`config.mk`:
```
export PLATFORM = sky130hd
export DESIGN_NAME = icm_i2c_master
export DESIGN_NICKNAME = d
export VERILOG_FILES = /design/src/design/icm_pkg.sv /design/src/design/icm_i2c_master.sv
export SDC_FILE = /design/constraint.sdc
export NUM_CORES = 1
export LEC_CHECK = 0
export BUFFER_PORTS_ARGS = -buffer_cell sky130_fd_sc_hd__buf_2
export CAP_MARGIN = 0
export CORE_MARGIN = 2
export CORE_UTILIZATION = 61
export DETAILED_ROUTE_END_ITERATION = 7
export MAX_ROUTING_LAYER = met4
export PLACE_DENSITY = 0.9
export SYNTH_ARGS = -nofsm -noshare
export SYNTH_HDL_FRONTEND = slang
export SYNTH_SLANG_ARGS = --single-unit
```
`constraint.sdc`:
```
create_clock -name clk_in -period 2.5 [get_ports clk_in]
set_clock_uncertainty 0.05 [all_clocks]
set_input_delay 0.5 -clock clk_in [delete_from_list [all_inputs] [get_ports clk_in]]
set_output_delay 0.5 -clock clk_in [all_outputs]
set_load 0.005 [all_outputs]
```
`src/design/icm_pkg.sv`:
```
// constants and types for the byte oriented i2c master
package icm_pkg;
  localparam int          ICM_AW           = 2;
  localparam logic [1:0]  ADR_TARGET       = 2'h0;
  localparam logic [1:0]  ADR_RECEIVE      = 2'h1;
  localparam logic [1:0]  ADR_TRANSMIT     = 2'h2;
  localparam logic [1:0]  ADR_STATUS       = 2'h3;
  localparam int          STAT_SWR_BIT     = 0;
  localparam int          STAT_SRD_BIT     = 1;
  localparam int          STAT_TXE_BIT     = 3;
  localparam int          STAT_ERR_BIT     = 5;
  localparam int          STAT_RXF_BIT     = 7;
  localparam int          ADR_DIR_BIT      = 0;
  localparam logic [7:0]  RST_TARGET       = 8'h00;
  localparam logic [7:0]  RST_RECEIVE      = 8'h00;
  localparam logic [7:0]  RST_TRANSMIT     = 8'h00;
  localparam logic        RST_TXE          = 1'b1;
  localparam int          CLK_PERIOD_NS    = 4;
  localparam int          BIT_PERIOD_NS    = 10000;
  localparam int          QTR_CYCLES       = BIT_PERIOD_NS / (4 * CLK_PERIOD_NS);
  localparam int          DIV_W            = 16;
  localparam logic [2:0]  LAST_BIT         = 3'h7;

  typedef enum logic [3:0] {
    ST_IDLE, ST_START, ST_SHIFT, ST_TACK, ST_RECV, ST_RACK, ST_STOP, ST_HOLD
  } icm_state_t;

  typedef struct packed {
    logic [ICM_AW-1:0] addr;
    logic [7:0]        wdata;
    logic              wr;
    logic              rd;
  } icm_bus_t;

  typedef struct packed {
    icm_state_t        state;
    logic [1:0]        qph;
    logic [DIV_W-1:0]  div;
    logic [2:0]        bitn;
    logic [7:0]        shreg;
    logic              addr_phase;
    logic              rd_mode;
    logic              addr_dirty;
    logic              pending;
    logic              ack_bit;
    logic              transmitter_empty_flag;
    logic              receiver_full_flag;
    logic              err;
    logic              stop_after_write;
    logic              stop_after_read;
    logic [7:0]        tadr;
    logic [7:0]        rxd;
    logic [7:0]        txd;
    logic [7:0]        rdata;
    logic              scl_oe;
    logic              sda_oe;
    logic [2:0]        scl_sy;
    logic [2:0]        sda_sy;
    logic              scl_lvl;
    logic              sda_lvl;
    logic              tx_irq;
    logic              rx_irq;
  } icm_st_t;

  localparam icm_st_t ICM_ST_RESET = '{state: ST_IDLE, tadr: RST_TARGET,
    rxd: RST_RECEIVE, txd: RST_TRANSMIT, transmitter_empty_flag: RST_TXE, scl_sy: 3'h7,
    sda_sy: 3'h7, scl_lvl: 1'b1, sda_lvl: 1'b1, default: '0};
endpackage

```
`src/design/icm_i2c_master.sv`:
```
// byte oriented i2c master with address, data and status registers
module icm_i2c_master
  import icm_pkg::*;
#(
  parameter int QTR_CYC = QTR_CYCLES
) (
  input  wire logic       clk_in,
  input  wire logic       nrst_in,
  input  wire icm_bus_t   bus_in,
  output logic [7:0]      rdata_out,
  input  wire logic       scl_in,
  output logic            scl_out,
  output logic            scl_oe_out,
  input  wire logic       sda_in,
  output logic            sda_out,
  output logic            sda_oe_out,
  output logic            tx_irq_out,
  output logic            rx_irq_out
);

  icm_st_t st_reg;
  icm_st_t st_next;
  logic    busy;
  logic    stall;
  logic    tick;
  logic    last_q;

  localparam logic [DIV_W-1:0] DIV_TOP = DIV_W'(QTR_CYC - 1);

  function automatic logic [7:0] status_byte(input icm_st_t s);
    logic [7:0] v;
    v = 8'h00;
    v[STAT_SWR_BIT] = s.stop_after_write;
    v[STAT_SRD_BIT] = s.stop_after_read;
    v[STAT_TXE_BIT] = s.transmitter_empty_flag;
    v[STAT_ERR_BIT] = s.err;
    v[STAT_RXF_BIT] = s.receiver_full_flag;
    return v;
  endfunction

  // open drain: a zero bit means pull the line low
  function automatic logic pull_for(input logic b);
    return !b;
  endfunction

  assign busy   = (st_reg.state != ST_IDLE) && (st_reg.state != ST_HOLD);
  // slave stretching: wait while released clock still reads low
  assign stall  = (st_reg.qph == 2'd1) && !st_reg.scl_oe && !st_reg.scl_lvl;
  assign tick   = busy && !stall && (st_reg.div == DIV_TOP);
  assign last_q = tick && (st_reg.qph == 2'd3);

  always_comb begin
    st_next        = st_reg;
    st_next.tx_irq = 1'b0;
    st_next.rx_irq = 1'b0;
    st_next.rdata  = 8'h00;
    // pin synchronisers, level taken when stages two and three agree
    st_next.scl_sy = {st_reg.scl_sy[1:0], scl_in};
    st_next.sda_sy = {st_reg.sda_sy[1:0], sda_in};
    if (st_reg.scl_sy[2] == st_reg.scl_sy[1]) begin
      st_next.scl_lvl = st_reg.scl_sy[2];
    end
    if (st_reg.sda_sy[2] == st_reg.sda_sy[1]) begin
      st_next.sda_lvl = st_reg.sda_sy[2];
    end

    // register writes
    if (bus_in.wr) begin
      if (bus_in.addr == ADR_TARGET) begin
        st_next.tadr = bus_in.wdata;
        if (st_reg.state != ST_IDLE) begin
          st_next.addr_dirty = 1'b1;
        end
      end else if (bus_in.addr == ADR_TRANSMIT) begin
        if (st_reg.transmitter_empty_flag) begin
          st_next.txd     = bus_in.wdata;
          st_next.pending = 1'b1;
          st_next.transmitter_empty_flag     = 1'b0;
        end
      end else if (bus_in.addr == ADR_STATUS) begin
        st_next.stop_after_write = bus_in.wdata[STAT_SWR_BIT];
        st_next.stop_after_read = bus_in.wdata[STAT_SRD_BIT];
        if (bus_in.wdata[STAT_ERR_BIT]) begin
          st_next.err = 1'b0;
        end
      end
    end

    // register reads, data in the following cycle only
    if (bus_in.rd) begin
      if (bus_in.addr == ADR_TARGET) begin
        st_next.rdata = st_reg.tadr;
      end else if (bus_in.addr == ADR_RECEIVE) begin
        st_next.rdata = st_reg.rxd;
        st_next.receiver_full_flag   = 1'b0;
      end else if (bus_in.addr == ADR_TRANSMIT) begin
        st_next.rdata = st_reg.txd;
      end else if (bus_in.addr == ADR_STATUS) begin
        st_next.rdata = status_byte(st_reg);
      end
    end

    // quarter bit divider
    if (busy && !stall) begin
      st_next.div = tick ? '0 : st_reg.div + 1'b1;
    end

    if (tick) begin
      st_next.qph = st_reg.qph + 2'd1;
      case (st_reg.qph)
        2'd0: begin
          st_next.scl_oe = 1'b0;
        end
        2'd1: begin
          case (st_reg.state)
            ST_START: st_next.sda_oe = 1'b1;
            ST_TACK:  st_next.ack_bit = st_reg.sda_lvl;
            ST_RECV:  st_next.shreg = {st_reg.shreg[6:0], st_reg.sda_lvl};
            default:  st_next.ack_bit = st_reg.ack_bit;
          endcase
        end
        2'd2: begin
          if (st_reg.state == ST_STOP) begin
            st_next.sda_oe = 1'b0;
          end else begin
            st_next.scl_oe = 1'b1;
          end
        end
        default: begin
          case (st_reg.state)
            ST_START: begin
              st_next.state      = ST_SHIFT;
              st_next.shreg      = st_reg.tadr;
              st_next.addr_phase = 1'b1;
              st_next.bitn       = 3'h0;
              st_next.sda_oe     = pull_for(st_reg.tadr[7]);
            end
            ST_SHIFT: begin
              if (st_reg.bitn == LAST_BIT) begin
                st_next.state  = ST_TACK;
                st_next.bitn   = 3'h0;
                st_next.sda_oe = 1'b0;
              end else begin
                st_next.bitn   = st_reg.bitn + 3'h1;
                st_next.shreg  = {st_reg.shreg[6:0], 1'b0};
                st_next.sda_oe = pull_for(st_reg.shreg[6]);
              end
            end
            ST_TACK: begin
              if (st_reg.ack_bit) begin
                st_next.err     = 1'b1;
                st_next.transmitter_empty_flag     = 1'b1;
                st_next.tx_irq  = 1'b1;
                st_next.pending = 1'b0;
                st_next.state   = ST_STOP;
                st_next.sda_oe  = 1'b1;
              end else if (st_reg.addr_phase && st_reg.rd_mode) begin
                st_next.addr_phase = 1'b0;
                st_next.pending    = 1'b0;
                st_next.transmitter_empty_flag        = 1'b1;
                st_next.tx_irq     = 1'b1;
                st_next.state      = ST_RECV;
                st_next.sda_oe     = 1'b0;
              end else if (st_reg.addr_phase) begin
                st_next.addr_phase = 1'b0;
                st_next.state      = ST_SHIFT;
                st_next.shreg      = st_reg.txd;
                st_next.sda_oe     = pull_for(st_reg.txd[7]);
              end else begin
                st_next.pending = 1'b0;
                st_next.transmitter_empty_flag     = 1'b1;
                st_next.tx_irq  = 1'b1;
                if (st_reg.stop_after_write) begin
                  st_next.state  = ST_STOP;
                  st_next.sda_oe = 1'b1;
                end else begin
                  st_next.state  = ST_HOLD;
                end
              end
            end
            ST_RECV: begin
              if (st_reg.bitn == LAST_BIT) begin
                st_next.rxd    = st_reg.shreg;
                st_next.receiver_full_flag    = 1'b1;
                st_next.rx_irq = 1'b1;
                st_next.state  = ST_RACK;
                st_next.bitn   = 3'h0;
                st_next.sda_oe = !st_reg.stop_after_read;
              end else begin
                st_next.bitn   = st_reg.bitn + 3'h1;
              end
            end
            ST_RACK: begin
              // stop follows the byte that was not acknowledged
              if (!st_reg.sda_oe) begin
                st_next.state  = ST_STOP;
                st_next.sda_oe = 1'b1;
              end else begin
                st_next.state  = ST_HOLD;
                st_next.sda_oe = 1'b0;
              end
            end
            default: begin
              st_next.state = ST_IDLE;
            end
          endcase
        end
      endcase
    end else if (!busy) begin
      if (st_reg.pending &&
          (st_reg.state == ST_IDLE || st_reg.addr_dirty || st_reg.rd_mode))
      begin
        st_next.state      = ST_START;
        st_next.rd_mode    = st_reg.tadr[ADR_DIR_BIT];
        st_next.addr_dirty = 1'b0;
        st_next.qph        = 2'd0;
        st_next.div        = '0;
        st_next.sda_oe     = 1'b0;
        if (st_reg.tadr[ADR_DIR_BIT]) begin
          st_next.receiver_full_flag = 1'b0;
        end
      end else if (st_reg.pending) begin
        st_next.state  = ST_SHIFT;
        st_next.shreg  = st_reg.txd;
        st_next.bitn   = 3'h0;
        st_next.qph    = 2'd0;
        st_next.div    = '0;
        st_next.sda_oe = pull_for(st_reg.txd[7]);
      end else if (st_reg.state == ST_HOLD && st_reg.rd_mode &&
                   !st_reg.receiver_full_flag) begin
        st_next.state  = ST_RECV;
        st_next.bitn   = 3'h0;
        st_next.qph    = 2'd0;
        st_next.div    = '0;
        st_next.sda_oe = 1'b0;
      end
    end
  end

  always_ff @(posedge clk_in or negedge nrst_in) begin
    if (!nrst_in) begin
      st_reg <= ICM_ST_RESET;
    end else begin
      st_reg <= st_next;
    end
  end

  assign rdata_out  = st_reg.rdata;
  assign scl_out    = 1'b0;
  assign sda_out    = 1'b0;
  assign scl_oe_out = st_reg.scl_oe;
  assign sda_oe_out = st_reg.sda_oe;
  assign tx_irq_out = st_reg.tx_irq;
  assign rx_irq_out = st_reg.rx_irq;
endmodule

```
==> run_results.csv, run 1 <==
group,metric,value,unit
outcome,outcome,"finished clean",
drt,wire_per_inst,18.5,um
sta,finalHoldViolations,0,
synthesis,synth_area,4610,um2
sta,fmax,411,MHz
sta,worstMarginPinSlew,680,ps
worst_setup_path,worstPathArrival,2650,ps
cts,clk_pin_slew,100,ps
run,maxCapViolCount,0,
global_routing,grt_max_degree,87,
drt,drc,0,
worst_setup_path,path_cells,"inv_1 -> ha_1 -> nor4b_4 -> nand4_1 -> or3_4 -> or2_4 -> mux2_4",
drt,num_vias,3428,
worst_setup_path,critical_path_buf_inv_count,1,
synthesis,ys_seq_area_frac,0.470,
synthesis,synthFlopType,"dfrtp_1",
finish,largest_reg_flops,70,
worst_setup_path,cpPeakStageDelay,440,ps
synthesis,syn_inst,421,
cts,clk_path_buf_depth,2,
worst_setup_path,r2r_slack,70,ps
synthesis,synth_fa_ha_area_frac,0.0261,
synthesis,yosys.area_share.xor_xnor,0.0323,
worst_setup_path,worstSetupPathType,"reg2reg",
worst_setup_path,cp_max_fo,9,
sta,rsz0062_at_grt,"false",
worst_setup_path,r2r-end,"st_reg[31]",
worst_setup_path,cp-end-kind,"flip-flop",
cts,cts_tree,"yes",
floorplanning,rows,31,
synthesis,synth_simple_gate_area_frac,0.182,
sta,relSlewSlack,0.543,
synthesis,synthMuxAreaShare,0.135,
drt,dr.pass1.iters,5,
sta,finalSetupViolCount,0,
cts,cts.sinks,86,
sta,fin_crit_sh,0.973,
synthesis,synth_compound_gate_area_share,0.106,
finish,area_growth,10.7,%
cts,clock_latency,380,ps
hold_path,hp-class,"in2async",
drt,drt_iter0_drc,336,
synthesis,synth_cell_type_count,65,
synthesis,async_reset_ff_frac,1.00,
synthesis,syn_area_per_cell,10.9,um2
worst_setup_path,rr_worst_depth,7,
pwr,power,2.81,mW
cts,cts-htree-levels,3,
placed_design,dpl.cell_count,534,
synthesis,synth_top_family_by_area,"simple AND/OR/NAND/NOR gates",
drt,avgViaCountPerCell,6.23,
floorplanning,start_util,0.632,
placed_design,gp_congestion,0.940,
pwr,powerDensity,550,nW/um2
finish,nets,470,
synthesis,synth_warnings,0,
pwr,ir_worst_vdd,0.422,mV
finish,final_cells,550,
floorplanning,die_height,90.9,um
finish,fin_area,5100,um2
worst_setup_path,critPathTopFamily,"simple AND/OR/NAND/NOR gates",
sta,drv_slew,0,
placed_design,placed_cell_area,4830,um2
placed_design,port_buffers,27,
finish,diodes,0,
global_routing,first_global_vias,3473,
floorplanning,core_area,7290,um2
cts,postCtsSetupRepairBufs,0,
worst_setup_path,cp.required,2720,ps
global_routing,antenna_found_initial,0,
global_routing,grt_pass1_wl,17.2,mm
synthesis,ys_ff_latch,86,
pwr,p_leak,2.30,nW
floorplanning,die_x,90.9,um
worst_setup_path,r2r_start,"st_reg[65]",
global_routing,grtUsageTotal,0.271,
worst_setup_path,startpoint_type,"flip-flop",
floorplanning,pin_count,30,
drt,wl,10.2,mm
placed_design,hpwlAfterDp,7.18,mm
sta,timing.final.crit_period,2430,ps
finish,drive_above_1_share,0.284,
worst_setup_path,slowest_stage,"dfrtp_1",
global_routing,grt.overflow.total,0,
synthesis,synth_edf_count,0,
floorplanning,die_area,8260,um2
drt,ant_nets,0,
cts,cts-buffers-inserted,9,
cts,cts_root_buf,"clkbuf_8",
==> worst max path at each step <==
stage / cells past startpoint / to / startpoint / slack, ps
floorplan: 7 / st_reg[28] / st_reg[81] / 330
global placement: 7 / st_reg[54] / st_reg[65] / 30
detailed placement: 8 / st_reg[78] / st_reg[82] / -100
CTS: 7 / st_reg[55] / st_reg[65] / 30
global route: 7 / st_reg[31] / st_reg[65] / 7
finish: 7 / st_reg[31] / st_reg[65] / 70
==> per-layer routing <==
metal	global-route usage	up-vias	share of wire
met3	0.0434	26	0.058
li1	-	1561	-
met2	0.404	141	0.48
met5	-	-	0
met1	0.366	1700	0.43
met4	0.128	0	0.028
==> layout by cell type (no fill, tap or decap), types with 10 or more instances in the layout <==
cell type	n
buf_4	17
buf_2	26
nand2_1	30
clkbuf_8	10
o21ai_0	20
dfrtp_1	77
inv_1	11
xor2_1	13
and2_1	10
nand3_1	14
mux2_2	30
nor2_1	29
==> synth_stat cells, drive strengths merged (7+ instances only) <==
cell     number  share of area
inv          11         0.0090
o21ai        21          0.024
mux2         38          0.099
nand3b        9          0.015
nand2        30          0.024
nor3         10          0.011
buf          17          0.027
nand3        15          0.019
dfrtp        77           0.42
a21oi         7         0.0076
a221o         8          0.017
dfstp         9          0.051
clkbuf       14          0.012
ha            8          0.022
nor2         29          0.024
xor2         13          0.025
o2bb2ai       8          0.015
and3          7         0.0095
and2         10          0.014
==> where the power goes <==
| group | internal [mW] | switching, mW | leakage [nW] | total, mW |
|---|---|---|---|---|
| registers | 1.48 | 0.0831 | 1.10 | 1.56 |
| clock network | 0.508 | 0.538 | 0.107 | 1.05 |
| logic | 0.108 | 0.0928 | 1.09 | 0.200 |
| total | 2.09 | 0.714 | 2.30 | 2.81 |
==> final cells by class <==
class / instances / area [um2]
inverter: 11 / 41.3
timing repair buffer: 44 / 278
sequential: 86 / 2160
clock buffer: 10 / 138
multi-input combinational: 294 / 2280
fill: 555 / 2190
clock inverter: 6 / 77.6
tap: 99 / 124
==> repair_timing <==
action | CTS | global route
resized for setup | 6 | 4
hold buffers | 0 | 0
pin swaps | 0 | 2
setup endpoints to repair | 24 | 8
==> per-stage QoR <==
| stage | setup WS (ps) | TNS [ps] | hold WS, ps | utilization |
|---|---|---|---|---|
| detailed placement | -102 | -765 | 300 | 0.663 |
| global route | 7.27 | 0 | 135 | 0.699 |
| CTS | 28.6 | 0 | 115 | 0.696 |
| finish | 67.7 | 0 | 75.4 | 0.699 |
| floorplan | 334 | 0 | 154 | - |
| global placement | 26.5 | 0 | 297 | 0.663 |
==> logic make-up (layout without fill, tap and decap cells) <==
family,after synthesis,count (layout)
AO/OA/AOI/OAI,69,69
AND/OR/NAND/NOR,148,148
flip-flops,86,86
multiplexers,48,48
XOR/XNOR,17,17
other,1,2
adder cells (fa/ha/maj),10,10
buffers and inverters,42,71
No activity file was read; power rests on OpenSTA's default activity.
==> inputs of run 2 (changes only) <==
- CORE_MARGIN: 2 -> not set
- CORE_UTILIZATION: 61 -> 60
- PLACE_DENSITY: 0.9 -> 0.89
==> run 2 against run 1 <==
Global-route usage rose by 2.1 points; sequential share of layout area rose by 0.29 points; total power fell by 3.4%; critical path depth fell by 2; flip-flop and latch count did not move; maximum frequency fell by 1.2%; critical endpoint is now st_reg[64]; largest power group unchanged.
==> run_results.csv, run 2 (synthesis gave the netlist of run 1 again) <==
group,metric,value,unit
drt,wire_per_inst,19.6,um
sta,fin_setup_tns,0,ps
cts,clk_pin_slew,100,ps
floorplanning,die_height,89.6,um
pwr,netSwitchingFraction,0.275,
cts,cts-buffers-inserted,9,
global_routing,antenna_found_initial,0,
pwr,p_sw,0.746,mW
pwr,internal_power,1.97,mW
pwr,powerDensity,536,nW/um2
placed_design,pre_cts_slack,12.5,ps
finish,layout_commonest_cell,"dfrtp_1",
floorplanning,die_x,89.6,um
outcome,outcome,"finished clean",
drt,drc,0,
sta,finalSetupViolCount,0,
worst_setup_path,cp.required,2700,ps
global_routing,first_global_vias,3288,
finish,fin_util,0.691,
drt,num_vias,3578,
sta,drv_slew,0,
finish,area_growth,9.97,%
worst_setup_path,cp-end-kind,"flip-flop",
pwr,clkPwrFrac,0.346,
global_routing,grt_max_degree,38,
pwr,power,2.71,mW
finish,drive_above_1_share,0.282,
global_routing,grtUsageTotal,0.292,
pwr,comb_power_share,0.077,
cts,cts.sinks,86,
drt,drt_iter0_drc,414,
worst_setup_path,worstSetupPathType,"reg2reg",
sta,fmax,406,MHz
placed_design,gp_congestion,0.958,
sta,worst_slack,38.8,ps
placed_design,dpl.cell_count,531,
floorplanning,pin_count,30,
floorplanning,start_util,0.628,
sta,finalHoldViolations,0,
floorplanning,rows,31,
placed_design,port_buffers,27,
drt,ant_nets,0,
drt,dr.pass1.iters,5,
pwr,p_leak,2.29,nW
sta,relSlewSlack,0.344,
finish,final_cells,549,
worst_setup_path,startpoint_type,"flip-flop",
cts,cts_tree,"yes",
worst_setup_path,worstPathArrival,2660,ps
sta,timing.final.crit_period,2460,ps
cts,cts_root_buf,"clkbuf_8",
hold_path,hp-class,"in2async",
finish,final_cell_mix,"77 x dfrtp_1, 30 x mux2_2, 29 x nand2_1, 29 x nor2_1, 26 x buf_2",
cts,ctsHoldBuffers,0,
floorplanning,die_area,8030,um2
worst_setup_path,cp_max_fo,9,
cts,clk_path_buf_depth,2,
finish,diodes,0,
finish,nets,469,
run,maxCapViolCount,0,
cts,cts-htree-levels,3,
pwr,p_seq_frac,0.578,
pwr,ir_worst_vdd,0.310,mV
sta,fin_crit_sh,0.984,
cts,clock_latency,370,ps
placed_design,hpwlAfterDp,7.43,mm
sta,worstMarginPinSlew,975,ps
floorplanning,core_area,7330,um2
global_routing,grt_pass1_wl,16.7,mm
finish,largest_reg_flops,70,
drt,wl,10.7,mm
global_routing,grt.overflow.total,0,
drt,avgViaCountPerCell,6.52,
-- run 2: worst paths after layout --
check / from / endpoint / slack [ps] / cells after the start
max in group asynchronous: nrst_in / st_reg[48] / 1730 / 2
worst max register to register: st_reg[85] / st_reg[64] / 40 / 5
min in group clk_in: sda_in / st_next[5] / 180 / 1
worst max-delay path: st_reg[85] / st_reg[64] / 40 / 5
worst min-delay path: nrst_in / st_reg[68] / 40 / 1
worst min register to register: st_next[8] / st_next[9] / 310 / 0
-- run 2: what timing repair did --
action / in CTS / in global routing
pin swaps: 0 / 0
endpoints found under the setup margin: 6 / 23
buffers inserted: 0 / 2
hold endpoints to repair: 0 / 0
gates resized for setup: 1 / 10
-- run 2: critical path: stages, from the launching register on --
cell     delay (ps)
dfrtp_1         500
nor3_1          570
nand2_1         200
o21a_1          280
o22ai_2         360
mux2_2          380
-- run 2: per-layer routing --
layer | wire length (um) | vias to the layer above | GRT usage
met5 | 0 | - | -
met4 | 373 | 0 | 0.123
met3 | 875 | 46 | 0.0777
met2 | 5020 | 209 | 0.419
met1 | 4470 | 1757 | 0.393
li1 | - | 1566 | -
-- run 2: final cells by class --
class / count / area (um2)
inverters: 11 / 41.3
flip-flops and latches: 86 / 2160
clock buffers: 9 / 124
fillers: 517 / 2270
repair buffers: 43 / 270
multi-input cells: 294 / 2280
clock inverters: 7 / 61.3
well taps: 99 / 124
-- run 2: power groups by stage --
stage	registers [mW]	logic [mW]	clock network [mW]
floorplan	1.55	0.139	0
global placement	1.58	0.195	0
detailed placement	1.59	0.206	0
CTS	1.56	0.207	0.943
global route	1.57	0.228	0.997
finish	1.57	0.208	0.938
-- run 2: metrics by stage --
| step | instance area (um2) | hold WS [ps] |
|---|---|---|
| 2_1_floorplan | 4610 | 154 |
| 3_3_place_gp | 4810 | 300 |
| 3_5_place_dp | 4810 | 301 |
| 4_1_cts | 5000 | 45.6 |
| 5_1_grt | 5060 | 72.6 |
| 6_report | 5060 | 39.0 |
